## config.mk

```make
export PLATFORM = sky130hd
export DESIGN_NAME = ca_parity_dram_flat
export DESIGN_NICKNAME = d
export VERILOG_FILES = /design/src/logic/ca_parity_pkg.sv /design/src/logic/ca_link_if.sv /design/src/logic/ca_parity_dram.sv /design/src/flat_wrapper.sv
export SDC_FILE = /design/constraint.sdc
export NUM_CORES = 1
export LEC_CHECK = 0
export BUFFER_PORTS_ARGS = -buffer_cell sky130_fd_sc_hd__buf_2
export CORE_MARGIN = 4
export CORE_UTILIZATION = 40
export CTS_BUF_LIST = sky130_fd_sc_hd__clkbuf_4 sky130_fd_sc_hd__clkbuf_8 sky130_fd_sc_hd__clkbuf_16
export CTS_CLUSTER_DIAMETER = 150
export CTS_CLUSTER_SIZE = 28
export DETAILED_ROUTE_END_ITERATION = 12
export GPL_TIMING_DRIVEN = 0
export PLACE_DENSITY_LB_ADDON = 0.15
export RECOVER_POWER = 100
export REMOVE_ABC_BUFFERS = 1
export SYNTH_ARGS = -nofsm -noshare
export SYNTH_HDL_FRONTEND = slang
export SYNTH_SLANG_ARGS = --single-unit
```

## constraint.sdc

```tcl
create_clock -name clk_sys -period 4.4 [get_ports clk_sys]
set_clock_uncertainty 0.1 [all_clocks]
set_input_delay 0.22 -clock clk_sys [delete_from_list [all_inputs] [get_ports clk_sys]]
set_output_delay 0.22 -clock clk_sys [all_outputs]
set_load 0.02 [all_outputs]
```

## src/logic/ca_parity_pkg.sv

```systemverilog
package ca_parity_pkg;
    localparam int        FRAME_W            = 24;
    localparam int        FRAME_ACT          = 23;
    localparam int        FRAME_BG0          = 22;
    localparam int        FRAME_BA1          = 21;
    localparam int        FRAME_BA0          = 20;
    localparam int        FRAME_A16          = 19;
    localparam int        FRAME_A15          = 18;
    localparam int        FRAME_A14          = 17;
    localparam int        FRAME_PAR          = 16;
    localparam int        FRAME_ADDR_HI      = 13;
    localparam logic [2:0] LAT_OFF           = 3'h0;
    localparam logic [2:0] LAT_4             = 3'h1;
    localparam logic [2:0] LAT_5             = 3'h2;
    localparam logic [2:0] LAT_6             = 3'h3;
    localparam logic [3:0] LAT_4_CLK         = 4'h4;
    localparam logic [3:0] LAT_5_CLK         = 4'h5;
    localparam logic [3:0] LAT_6_CLK         = 4'h6;
    localparam int        MODE_LAT_LSB       = 0;
    localparam int        MODE_ERR_BIT       = 4;
    localparam int        MODE_PERSIST_BIT   = 9;
    localparam int        PIPE_DEPTH         = 8;
    localparam logic [7:0] ALERT_ON_LINK     = 8'h02;
    localparam logic [7:0] ALERT_PW_LINK     = 8'h30;
    localparam logic [7:0] LINK_DIV          = 8'h05;
    localparam logic [3:0] REG_MODE          = 4'h0;
    localparam logic [3:0] REG_CMD           = 4'h1;
    localparam logic [3:0] REG_STATUS        = 4'h2;
    localparam logic [3:0] REG_MASK          = 4'h3;
    localparam logic [3:0] REG_LOG           = 4'h4;
    localparam int        ST_ALERT_SEEN      = 0;
    localparam int        ST_ALERT_DONE      = 1;
    localparam int        ST_CMD_SENT        = 2;
    localparam logic [2:0] CMD_SRE           = 3'h1;
endpackage

```

## src/logic/ca_link_if.sv

```systemverilog
`timescale 1ns/1ps
`default_nettype none
interface ca_link_if;
    logic        ck;
    logic        cs_n;
    logic [23:0] frame;
    logic        cke;
    logic        alert_n_o;
    logic        alert_n_oe;
    wire         alert_n = alert_n_oe ? alert_n_o : 1'b1;
    modport dram (input ck, input cs_n, input frame, input cke, output alert_n_o, output alert_n_oe);
    modport ctrl (output ck, output cs_n, output frame, output cke, input alert_n);
endinterface
`default_nettype wire

```

## src/logic/ca_parity_dram.sv

```systemverilog
// Implementation choices: the address map and strobed register access.
`timescale 1ns/1ps
`default_nettype none
module ca_parity_dram
    import ca_parity_pkg::*;
(
    input  wire logic        clk_sys,
    input  wire logic        reset,
    ca_link_if.dram          link,
    output logic      [23:0] exec_frame,
    output logic             exec_valid,
    output logic             precharge_all,
    output logic             pd_enter,
    output logic             irq
);
    typedef enum logic [1:0] {
        ST_RUN   = 2'b00,
        ST_WAIT  = 2'b01,
        ST_ALERT = 2'b10
    } dram_state_t;

    dram_state_t state;
    logic [1:0]  ck_sync;
    logic        ck_prev;
    logic        cs_s1, cs_s2;
    logic [23:0] fr_s1, fr_s2;
    logic        cke_s1, cke_s2;
    logic        rise;
    logic [2:0]  lat_code;
    logic        err_stat;
    logic        persist;
    logic [23:0] err_log;
    logic        log_held;
    logic        irq_flag;
    logic [3:0]  lat_clk;
    logic [PIPE_DEPTH-1:0] pv;
    logic [23:0] pf [PIPE_DEPTH];
    logic        par_bad;
    logic [7:0]  tmr;
    logic        alert_q;

    always_ff @(posedge clk_sys) begin
        if (reset) begin
            ck_sync <= 2'h0;
            ck_prev <= 1'b0;
            cs_s1   <= 1'b1;
            cs_s2   <= 1'b1;
            fr_s1   <= 24'h0;
            fr_s2   <= 24'h0;
            cke_s1  <= 1'b1;
            cke_s2  <= 1'b1;
        end else begin
            ck_sync <= {ck_sync[0], link.ck};
            ck_prev <= ck_sync[1];
            cs_s1   <= link.cs_n;
            cs_s2   <= cs_s1;
            fr_s1   <= link.frame;
            fr_s2   <= fr_s1;
            cke_s1  <= link.cke;
            cke_s2  <= cke_s1;
        end
    end
    assign rise = ck_sync[1] && !ck_prev;

    always_comb begin
        case (lat_code)
            LAT_4:   lat_clk = LAT_4_CLK;
            LAT_5:   lat_clk = LAT_5_CLK;
            LAT_6:   lat_clk = LAT_6_CLK;
            default: lat_clk = 4'h0;
        endcase
    end

    // Codes without a defined delay leave checking off as well, so a reserved code cannot raise alerts.
    assign par_bad = !cs_s2 && (lat_clk != 4'h0) && (^fr_s2)
                   && (persist || !err_stat) && (state == ST_RUN);

    // Commands shift one stage per link clock through PIPE_DEPTH stages; the output is taken from the stage whose index is the latency minus one.
    genvar g;
    generate
        for (g = 0; g < PIPE_DEPTH; g++) begin : g_pipe
            if (g == 0) begin : g_head
                // Nothing enters while the delay is zero; a mode write that turns the delay on would run twice.
                always_ff @(posedge clk_sys) begin
                    if (reset) begin
                        pv[g] <= 1'b0;
                        pf[g] <= 24'h0;
                    end else if (state != ST_RUN) begin
                        pv[g] <= 1'b0;
                    end else if (rise) begin
                        pv[g] <= !cs_s2 && !par_bad && (lat_clk != 4'h0);
                        pf[g] <= fr_s2;
                    end
                end
            end else begin : g_tail
                always_ff @(posedge clk_sys) begin
                    if (reset) begin
                        pv[g] <= 1'b0;
                        pf[g] <= 24'h0;
                    end else if (state != ST_RUN) begin
                        pv[g] <= 1'b0;
                    end else if (rise) begin
                        pv[g] <= pv[g-1];
                        pf[g] <= pf[g-1];
                    end
                end
            end
        end
    endgenerate

    always_ff @(posedge clk_sys) begin
        if (reset) begin
            exec_valid <= 1'b0;
            exec_frame <= 24'h0;
        end else begin
            exec_valid <= 1'b0;
            if (rise && state == ST_RUN) begin
                if (lat_clk == 4'h0) begin
                    exec_valid <= !cs_s2;
                    exec_frame <= fr_s2;
                end else begin
                    exec_valid <= pv[lat_clk[2:0] - 3'h1];
                    exec_frame <= pf[lat_clk[2:0] - 3'h1];
                end
            end
        end
    end

    // Mode bits; error status may only be written to zero by the controller.
    always_ff @(posedge clk_sys) begin
        if (reset) begin
            lat_code <= LAT_OFF;
            persist  <= 1'b0;
            err_stat <= 1'b0;
        end else begin
            if (exec_valid && exec_frame[FRAME_ACT] && exec_frame[FRAME_BA0] && !exec_frame[FRAME_BA1]
                && !exec_frame[FRAME_A16] && !exec_frame[FRAME_A15] && !exec_frame[FRAME_A14]) begin
                lat_code <= exec_frame[MODE_LAT_LSB +: 3];
                persist  <= exec_frame[MODE_PERSIST_BIT];
                if (!exec_frame[MODE_ERR_BIT]) err_stat <= 1'b0;
            end
            if (par_bad) err_stat <= 1'b1;
        end
    end

    always_ff @(posedge clk_sys) begin
        if (reset) begin
            err_log  <= 24'h0;
            log_held <= 1'b0;
        end else if (par_bad && !log_held) begin
            err_log  <= fr_s2;
            log_held <= 1'b1;
        end else if (!err_stat) begin
            log_held <= 1'b0;
        end
    end

    // Alert timing counts link rising edges so it follows the command clock.
    always_ff @(posedge clk_sys) begin
        if (reset) begin
            state         <= ST_RUN;
            tmr           <= 8'h00;
            alert_q       <= 1'b0;
            precharge_all <= 1'b0;
            pd_enter      <= 1'b0;
        end else begin
            precharge_all <= 1'b0;
            pd_enter      <= 1'b0;
            case (state)
                ST_RUN: begin
                    if (par_bad) begin
                        state    <= ST_WAIT;
                        tmr      <= 8'h00;
                        pd_enter <= !fr_s2[FRAME_A16] && !fr_s2[FRAME_A15] && fr_s2[FRAME_A14]
                                    && !cke_s2;
                    end
                end
                ST_WAIT: begin
                    if (rise) tmr <= tmr + 8'h01;
                    if (tmr == ALERT_ON_LINK) begin
                        state         <= ST_ALERT;
                        tmr           <= 8'h00;
                        alert_q       <= 1'b1;
                        precharge_all <= 1'b1;
                    end
                end
                ST_ALERT: begin
                    if (rise) tmr <= tmr + 8'h01;
                    if (tmr == ALERT_PW_LINK) begin
                        state   <= ST_RUN;
                        alert_q <= 1'b0;
                    end
                end
                default: state <= ST_RUN;
            endcase
        end
    end
    assign link.alert_n_o  = 1'b0;
    assign link.alert_n_oe = alert_q;

    always_ff @(posedge clk_sys) begin
        if (reset) irq_flag <= 1'b0;
        else if (par_bad) irq_flag <= 1'b1;
        else if (!err_stat) irq_flag <= 1'b0;
    end
    assign irq = irq_flag;
endmodule
`default_nettype wire

```

## src/flat_wrapper.sv

```systemverilog
// flat-port wrapper written by rule: the top's interface ports become plain ports
module ca_parity_dram_flat import ca_parity_pkg::*;
  (clk_sys, reset, exec_frame, exec_valid, precharge_all, pd_enter, irq, link_ck, link_cs_n, link_frame, link_cke, link_alert_n_o, link_alert_n_oe);
  ca_link_if link_i ();
  input  wire logic clk_sys;
  input  wire logic reset;
  output logic      [23:0] exec_frame;
  output logic exec_valid;
  output logic precharge_all;
  output logic pd_enter;
  output logic irq;
  input wire logic [$bits(link_i.ck)-1:0] link_ck;
  input wire logic [$bits(link_i.cs_n)-1:0] link_cs_n;
  input wire logic [$bits(link_i.frame)-1:0] link_frame;
  input wire logic [$bits(link_i.cke)-1:0] link_cke;
  output wire logic [$bits(link_i.alert_n_o)-1:0] link_alert_n_o;
  output wire logic [$bits(link_i.alert_n_oe)-1:0] link_alert_n_oe;
  assign link_i.ck = link_ck;
  assign link_i.cs_n = link_cs_n;
  assign link_i.frame = link_frame;
  assign link_i.cke = link_cke;
  assign link_alert_n_o = link_i.alert_n_o;
  assign link_alert_n_oe = link_i.alert_n_oe;
  ca_parity_dram u_core (.clk_sys(clk_sys), .reset(reset), .link(link_i), .exec_frame(exec_frame), .exec_valid(exec_valid), .precharge_all(precharge_all), .pd_enter(pd_enter), .irq(irq));
endmodule
```

* Word-level counts from Yosys, hierarchy flattened
Memories as Yosys holds them, arrays and structs flattened.
Cells that the tools add are included.
** Cells by class
- Add/sub/neg operators :: 2
- Multiply operators :: 0
- Divide/modulo/power cells :: 0
- $lt $le $gt $ge :: 1
- Equal/unequal tests :: 12
- Shift operators :: 0
- Muxes and demuxes :: 36
- Bitwise operators :: 12
- Reduce and logical (&&, ||, !) cells :: 45
** Operators by type and width (count)
- 24-bit 2-to-1 mux :: 9
- 8-bit 2-to-1 mux :: 3
- 8-bit one-hot mux with 3 select lines :: 1
- 24-bit XOR reduction :: 1
- 1-bit logical AND :: 17
- 1-bit 2-to-1 mux :: 16
- 1-bit zero test :: 11
- 3-bit one-hot mux with 3 select lines :: 1
- 8-bit by 1-bit adder with 8-bit output (second input constant) :: 1
- 8-bit by 2-bit == test with 1-bit output (second input constant) :: 1
- 8-bit by 6-bit == test with 1-bit output (second input constant) :: 1
- 1-bit bitwise OR :: 8
- 3-bit by 2-bit == test with 1-bit output (second input constant) :: 2
- 2-bit 2-to-1 mux :: 3
- 2-bit by 1-bit inequality test with 1-bit output (second input constant) :: 3
- 2-bit one-hot mux with 3 select lines :: 1
- 3-bit AND reduction :: 2
- 2-bit nonzero test :: 3
- 2-bit OR reduction :: 3
- 4-bit zero test :: 1
- 3-bit by 4-bit less-than comparator with 1-bit output (second input constant) :: 1
- 2-bit inequality test (second input constant) :: 2
- 1-bit inverter :: 4
- 2-bit AND reduction :: 2
- other kinds (11) :: 11
** Word-level totals
- Flip-flop bits (word level) :: 107
- Bits in latches :: 0
- Memory bits (writable) :: 192
- ROM bits :: 0
- Output and inout bits :: 30
- Memories kept :: 1
** Memory list
- u_core.pf :: depth 8, bits a word 24, read ports 8, clocked after memory_dff 0, write ports 8, RTL line ca_parity_dram.sv:37 : logic [23:0] pf [PIPE_DEPTH];

* Longest topological paths before layout
- Depth in word-level cells :: 10
- Gate-level depth with buffers :: 10
- Gate-level depth less buffers :: 9

* Least setup slack after synthesis
No wires, ideal clock.
- Path kind :: reg-to-reg
- Start point :: register u_core.state[0]
- End point :: memory u_core.pf[0][0] (enable)
- Library setup time :: 0.496 ns
- Data arrival time :: 3.882 ns
- Path slack :: -0.078 ns
- Cell stages (with the launch flop) :: 6
- Cells stage by stage :: dfxtp_1 -> inv_1 -> ha_1 -> a21oi_1 -> clkbuf_1 -> inv_1
** RTL lines
- from (decl) :: RTL line ca_parity_dram.sv:22 : dram_state_t state;
- from (signal assigned) :: RTL line ca_parity_dram.sv:161 : state <= ST_RUN;
- from (signal assigned) :: RTL line ca_parity_dram.sv:172 : state <= ST_WAIT;
- from (signal assigned) :: RTL line ca_parity_dram.sv:181 : state <= ST_ALERT;
- to (decl) :: RTL line ca_parity_dram.sv:37

* Worst setup path after layout
- Start point :: register u_core.lat_code[0]
- End point :: register u_core.pv[0]
** On the way
- Longest elaborated chain between the ends :: 10
- Elaborated cells between the ends (all ways) :: 12
** Ends and longest elaborated chain
- from (decl) :: RTL line ca_parity_dram.sv:29 : logic [2:0] lat_code;
- from (signal assigned) :: RTL line ca_parity_dram.sv:138 : lat_code <= exec_frame[MODE_LAT_LSB +: 3];
- 3-bit by 2-bit == test with 1-bit output or 3-bit by 1-bit == test with 1-bit output (tied branches) :: RTL line ca_parity_dram.sv:66 : case (lat_code)
- 3-bit one-hot mux with 3 select lines * :: RTL line ca_parity_dram.sv:66
- 4-bit nonzero test * :: RTL line ca_parity_dram.sv:75, ca_parity_dram.sv:91
- 1-bit logical AND (2 in a row) :: RTL line ca_parity_dram.sv:75 : assign par_bad = !cs_s2 && (lat_clk != 4'h0) && (^fr_s2)
- 1-bit logical AND (2 in a row) :: RTL line ca_parity_dram.sv:76 : && (persist || !err_stat) && (state == ST_RUN);
- 1-bit zero test :: RTL line ca_parity_dram.sv:91 : pv[g] <= !cs_s2 && !par_bad && (lat_clk != 4'h0);
- 1-bit logical AND :: RTL line ca_parity_dram.sv:91
- 1-bit logical AND * :: RTL line ca_parity_dram.sv:91
- to (signal, indexed assignment) :: RTL line ca_parity_dram.sv:91
- to (decl) :: RTL line ca_parity_dram.sv:36 : logic [PIPE_DEPTH-1:0] pv;
Mark *: on every way between the ends. The rest lies on a longest branch, timed or not.
A chain may end at the register's enable or synchronous reset.

==> flow_summary.yaml <==
yosys:
  syn_area_per_cell_um2: 12.4
  async_flop_share_pct: 0
  yosysTopAreaCell: "edfxtp_1"
  synth-edff-count: 144
  synth_top_flop_cell: "edfxtp_1"
  ys_ff_latch: 249
  synth_cell_types: 45
  ys_seq_area_share_pct: 66.0
  synth_area_leaders: "edfxtp_1, dfxtp_1, and2_1, nor2b_1, mux2i_1"
  syn_area_um2: 9740
  yosysWarnings: 0
  netlist_instances: 785
  synth_top_area_share_pct: 44.4
drt:
  wl_per_cell_um: 15.8
  viasPerCell: 4.92
  drc: 0
  vias: 5743
  first_pass_iters: 4
  drtIter0Drc: 401
  ant_nets: 0
  wirelength_um: 18400
timing:
  setup_ws_ns: 0.663
  slew_violations: 0
  fin_crit_sh_pct: 84.9
  layout_min_cycle_time_ns: 3.74
  hold_viol: 0
  fmax_ghz: 0.268
  rsz0062_at_grt: "no"
  worst_pin_slew_ns: 1.41
  slew_headroom_pct: 5.73
  final-setup-viol-count: 0
layout:
  final_cell_mix: "edfxtp_1, dfxtp_1, and2_1"
  fillers: 2233
  antenna_cells: 0
  utilization_pct: 46.1
  num-nets-final: 879
  area_growth_pct: 12.2
  drive_above_1_share_pct: 8.14
  final_common_cell: "edfxtp_1"
placement:
  gp_congestion: 0.746
  place_ws_ns: 1.04
  port_buffers: 57
  dp_hpwl_um: 11100
die:
  initial_core_util_pct: 41.1
  core_um2: 23700
  boundaryPins: 59
  die_x_um: 164
  die-area_um2: 26900
  rows: 56
  dieHeight_um: 164
clocking:
  cts_buffers: 12
  clock_sinks: 249
  root_buffer: "clkbuf_16"
  clkSlewWorstSetupHoldPaths_ns: 0.11
  postCtsSetupBuffers: 0
  htree_levels: 1
  clk_latency_ns: 0.48
  cts_tree: "yes"
  clock_path_buffers: 3
worst_setup_path:
  crit_required_ns: 4.71
  crit_type: "reg2reg"
  slowest_delay_ns: 1.28
  cp_data_arrival_time_ns: 4.05
  crit_chain: "nor2_1 -> nor2_1 -> clkbuf_1 -> nand4_1 -> a21oi_1"
  cpMostUsedCell: "nor2_1"
  end_kind: "flip-flop"
  start_kind: "flip-flop"
  slowest_stage: "dfxtp_1"
  cp_max_fo: 29
  r2r_setup_slack_ns: 0.66
power:
  power_frac_seq_pct: 62.4
  peakVddDrop_mv: 0.274
  power.share.switching_pct: 21.7
  powerDensity_nw_per_um2: 385
  leakage_nw: 4.01
  intPower_w: 0.00330
  power_frac_comb_pct: 6.9
  switchingPower_w: 0.000914
  clkPwrFrac_pct: 30.7
flow_run:
  drv_cap: 0
status:
  status: "finished clean"
hold_path:
  hold_class: "in2reg"
grt:
  antenna_found_initial: 0
  grt_pass1_vias: 5508
  grt_max_degree: 91
  grt.overflow.total: 0
  grt_usage_pct: 13.7
  grt_pass1_wl_um: 29900
[Yosys cell counts (2+ instances only)]
master    instances
and2_1          144
edfxtp_1        144
dfxtp_1         105
nand2_1          65
nor2b_1          54
clkbuf_1         42
nor2_1           41
a21oi_1          38
mux2i_1          29
o221ai_1         24
xnor2_1          14
inv_1            12
ha_1              8
nand3_1           7
o211ai_1          6
or2_2             5
nand4_1           4
o21ai_0           4
o31ai_1           4
buf_1             3
xnor3_1           3
nand2b_1          2
nor3_1            2
nor3b_1           2
o32ai_1           2
o41ai_2           2
[state kept, by name, indices dropped and copies added (netlist names), 2 cells and up]
register / count
u_core.pf: 144
u_core.exec_frame: 24
u_core.fr_s1: 24
u_core.fr_s2: 24
u_core.tmr: 8
u_core.pv: 6
u_core.lat_code: 3
u_core.ck_sync: 2
u_core.state: 2
[through the flow]
step | hold slack, ns | total power [W] | cells | TNS (ns) | area [um2]
floorplan | 0.189 | 0.00286 | 737 | -143.53 | 9530
global placement | 0.302 | 0.00296 | 1113 | -1209.53 | 10200
detailed placement | 0.303 | 0.00297 | 1120 | 0 | 10400
CTS | 0.327 | 0.00428 | 1167 | 0 | 11100
global route | 0.216 | 0.00438 | 1167 | 0 | 10900
finish | 0.186 | 0.00421 | 1167 | 0 | 10900
[metal layers]
metal	track usage, %	up-vias	part of all wire, %
met1	19.6	2847	48
li1	-	2793	-
met4	2.25	0	1.3
met3	2.38	17	3.8
met2	22.4	86	47
met5	0	-	0
[power groups by stage]
stage,sequential [W],clock [W],combinational (W)
floorplan,0.00268,0,0.000184
global placement,0.00269,0,0.000267
detailed placement,0.00268,0,0.000290
CTS,0.00262,0.00134,0.000310
global route,0.00264,0.00142,0.000323
finish,0.00263,0.00129,0.000291
[repair_timing]
item,CTS,global route
hold buffers,27,0
setup endpoints to repair,0,0
hold endpoints to repair,27,0
resized for setup,0,0
[final cells by class]
| class | count | area (um2) | share of cell area (%) |
|---|---|---|---|
| multi-input combinational | 476 | 3040 | 27.9 |
| sequential | 249 | 6430 | 58.8 |
| clock buffer | 19 | 370 | 3.39 |
| timing repair buffer | 91 | 629 | 5.76 |
| tap | 319 | 399 | 3.65 |
| clock inverter | 1 | 5.00 | 0.0458 |
| inverter | 12 | 48.8 | 0.447 |
[worst max-delay path, delay by kind of cell, from the launching register on]
kind / cells / cell delay [ns]
buffers and inverters: 1 / 0.79
DFF: 1 / 1.28
and+or+nand+nor: 3 / 1.30
AOI/OAI and AO/OA: 1 / 0.19
[worst paths after layout]
kind                                    startpoint                to  cells after the start
worst max-delay path            u_core.lat_code[0]      u_core.pv[0]                      5
worst min-delay path                         reset  u_core.fr_s1[18]                      2
worst max register to register  u_core.lat_code[0]      u_core.pv[0]                      5
worst min register to register     u_core.fr_s1[7]   u_core.fr_s2[7]                      1
[kinds of logic after synthesis]
group,count (synthesis),share of synthesized area (%)
flip-flops,249,66.0
adder cells (fa/ha/maj),8,1.03
XOR/XNOR,19,2.21
AND/OR/NAND/NOR,333,18.7
buffers and inverters,60,2.53
multiplexers,29,2.98
other,1,0.0385
AO/OA/AOI/OAI,86,6.48
(Power assumes the default switching activity.)
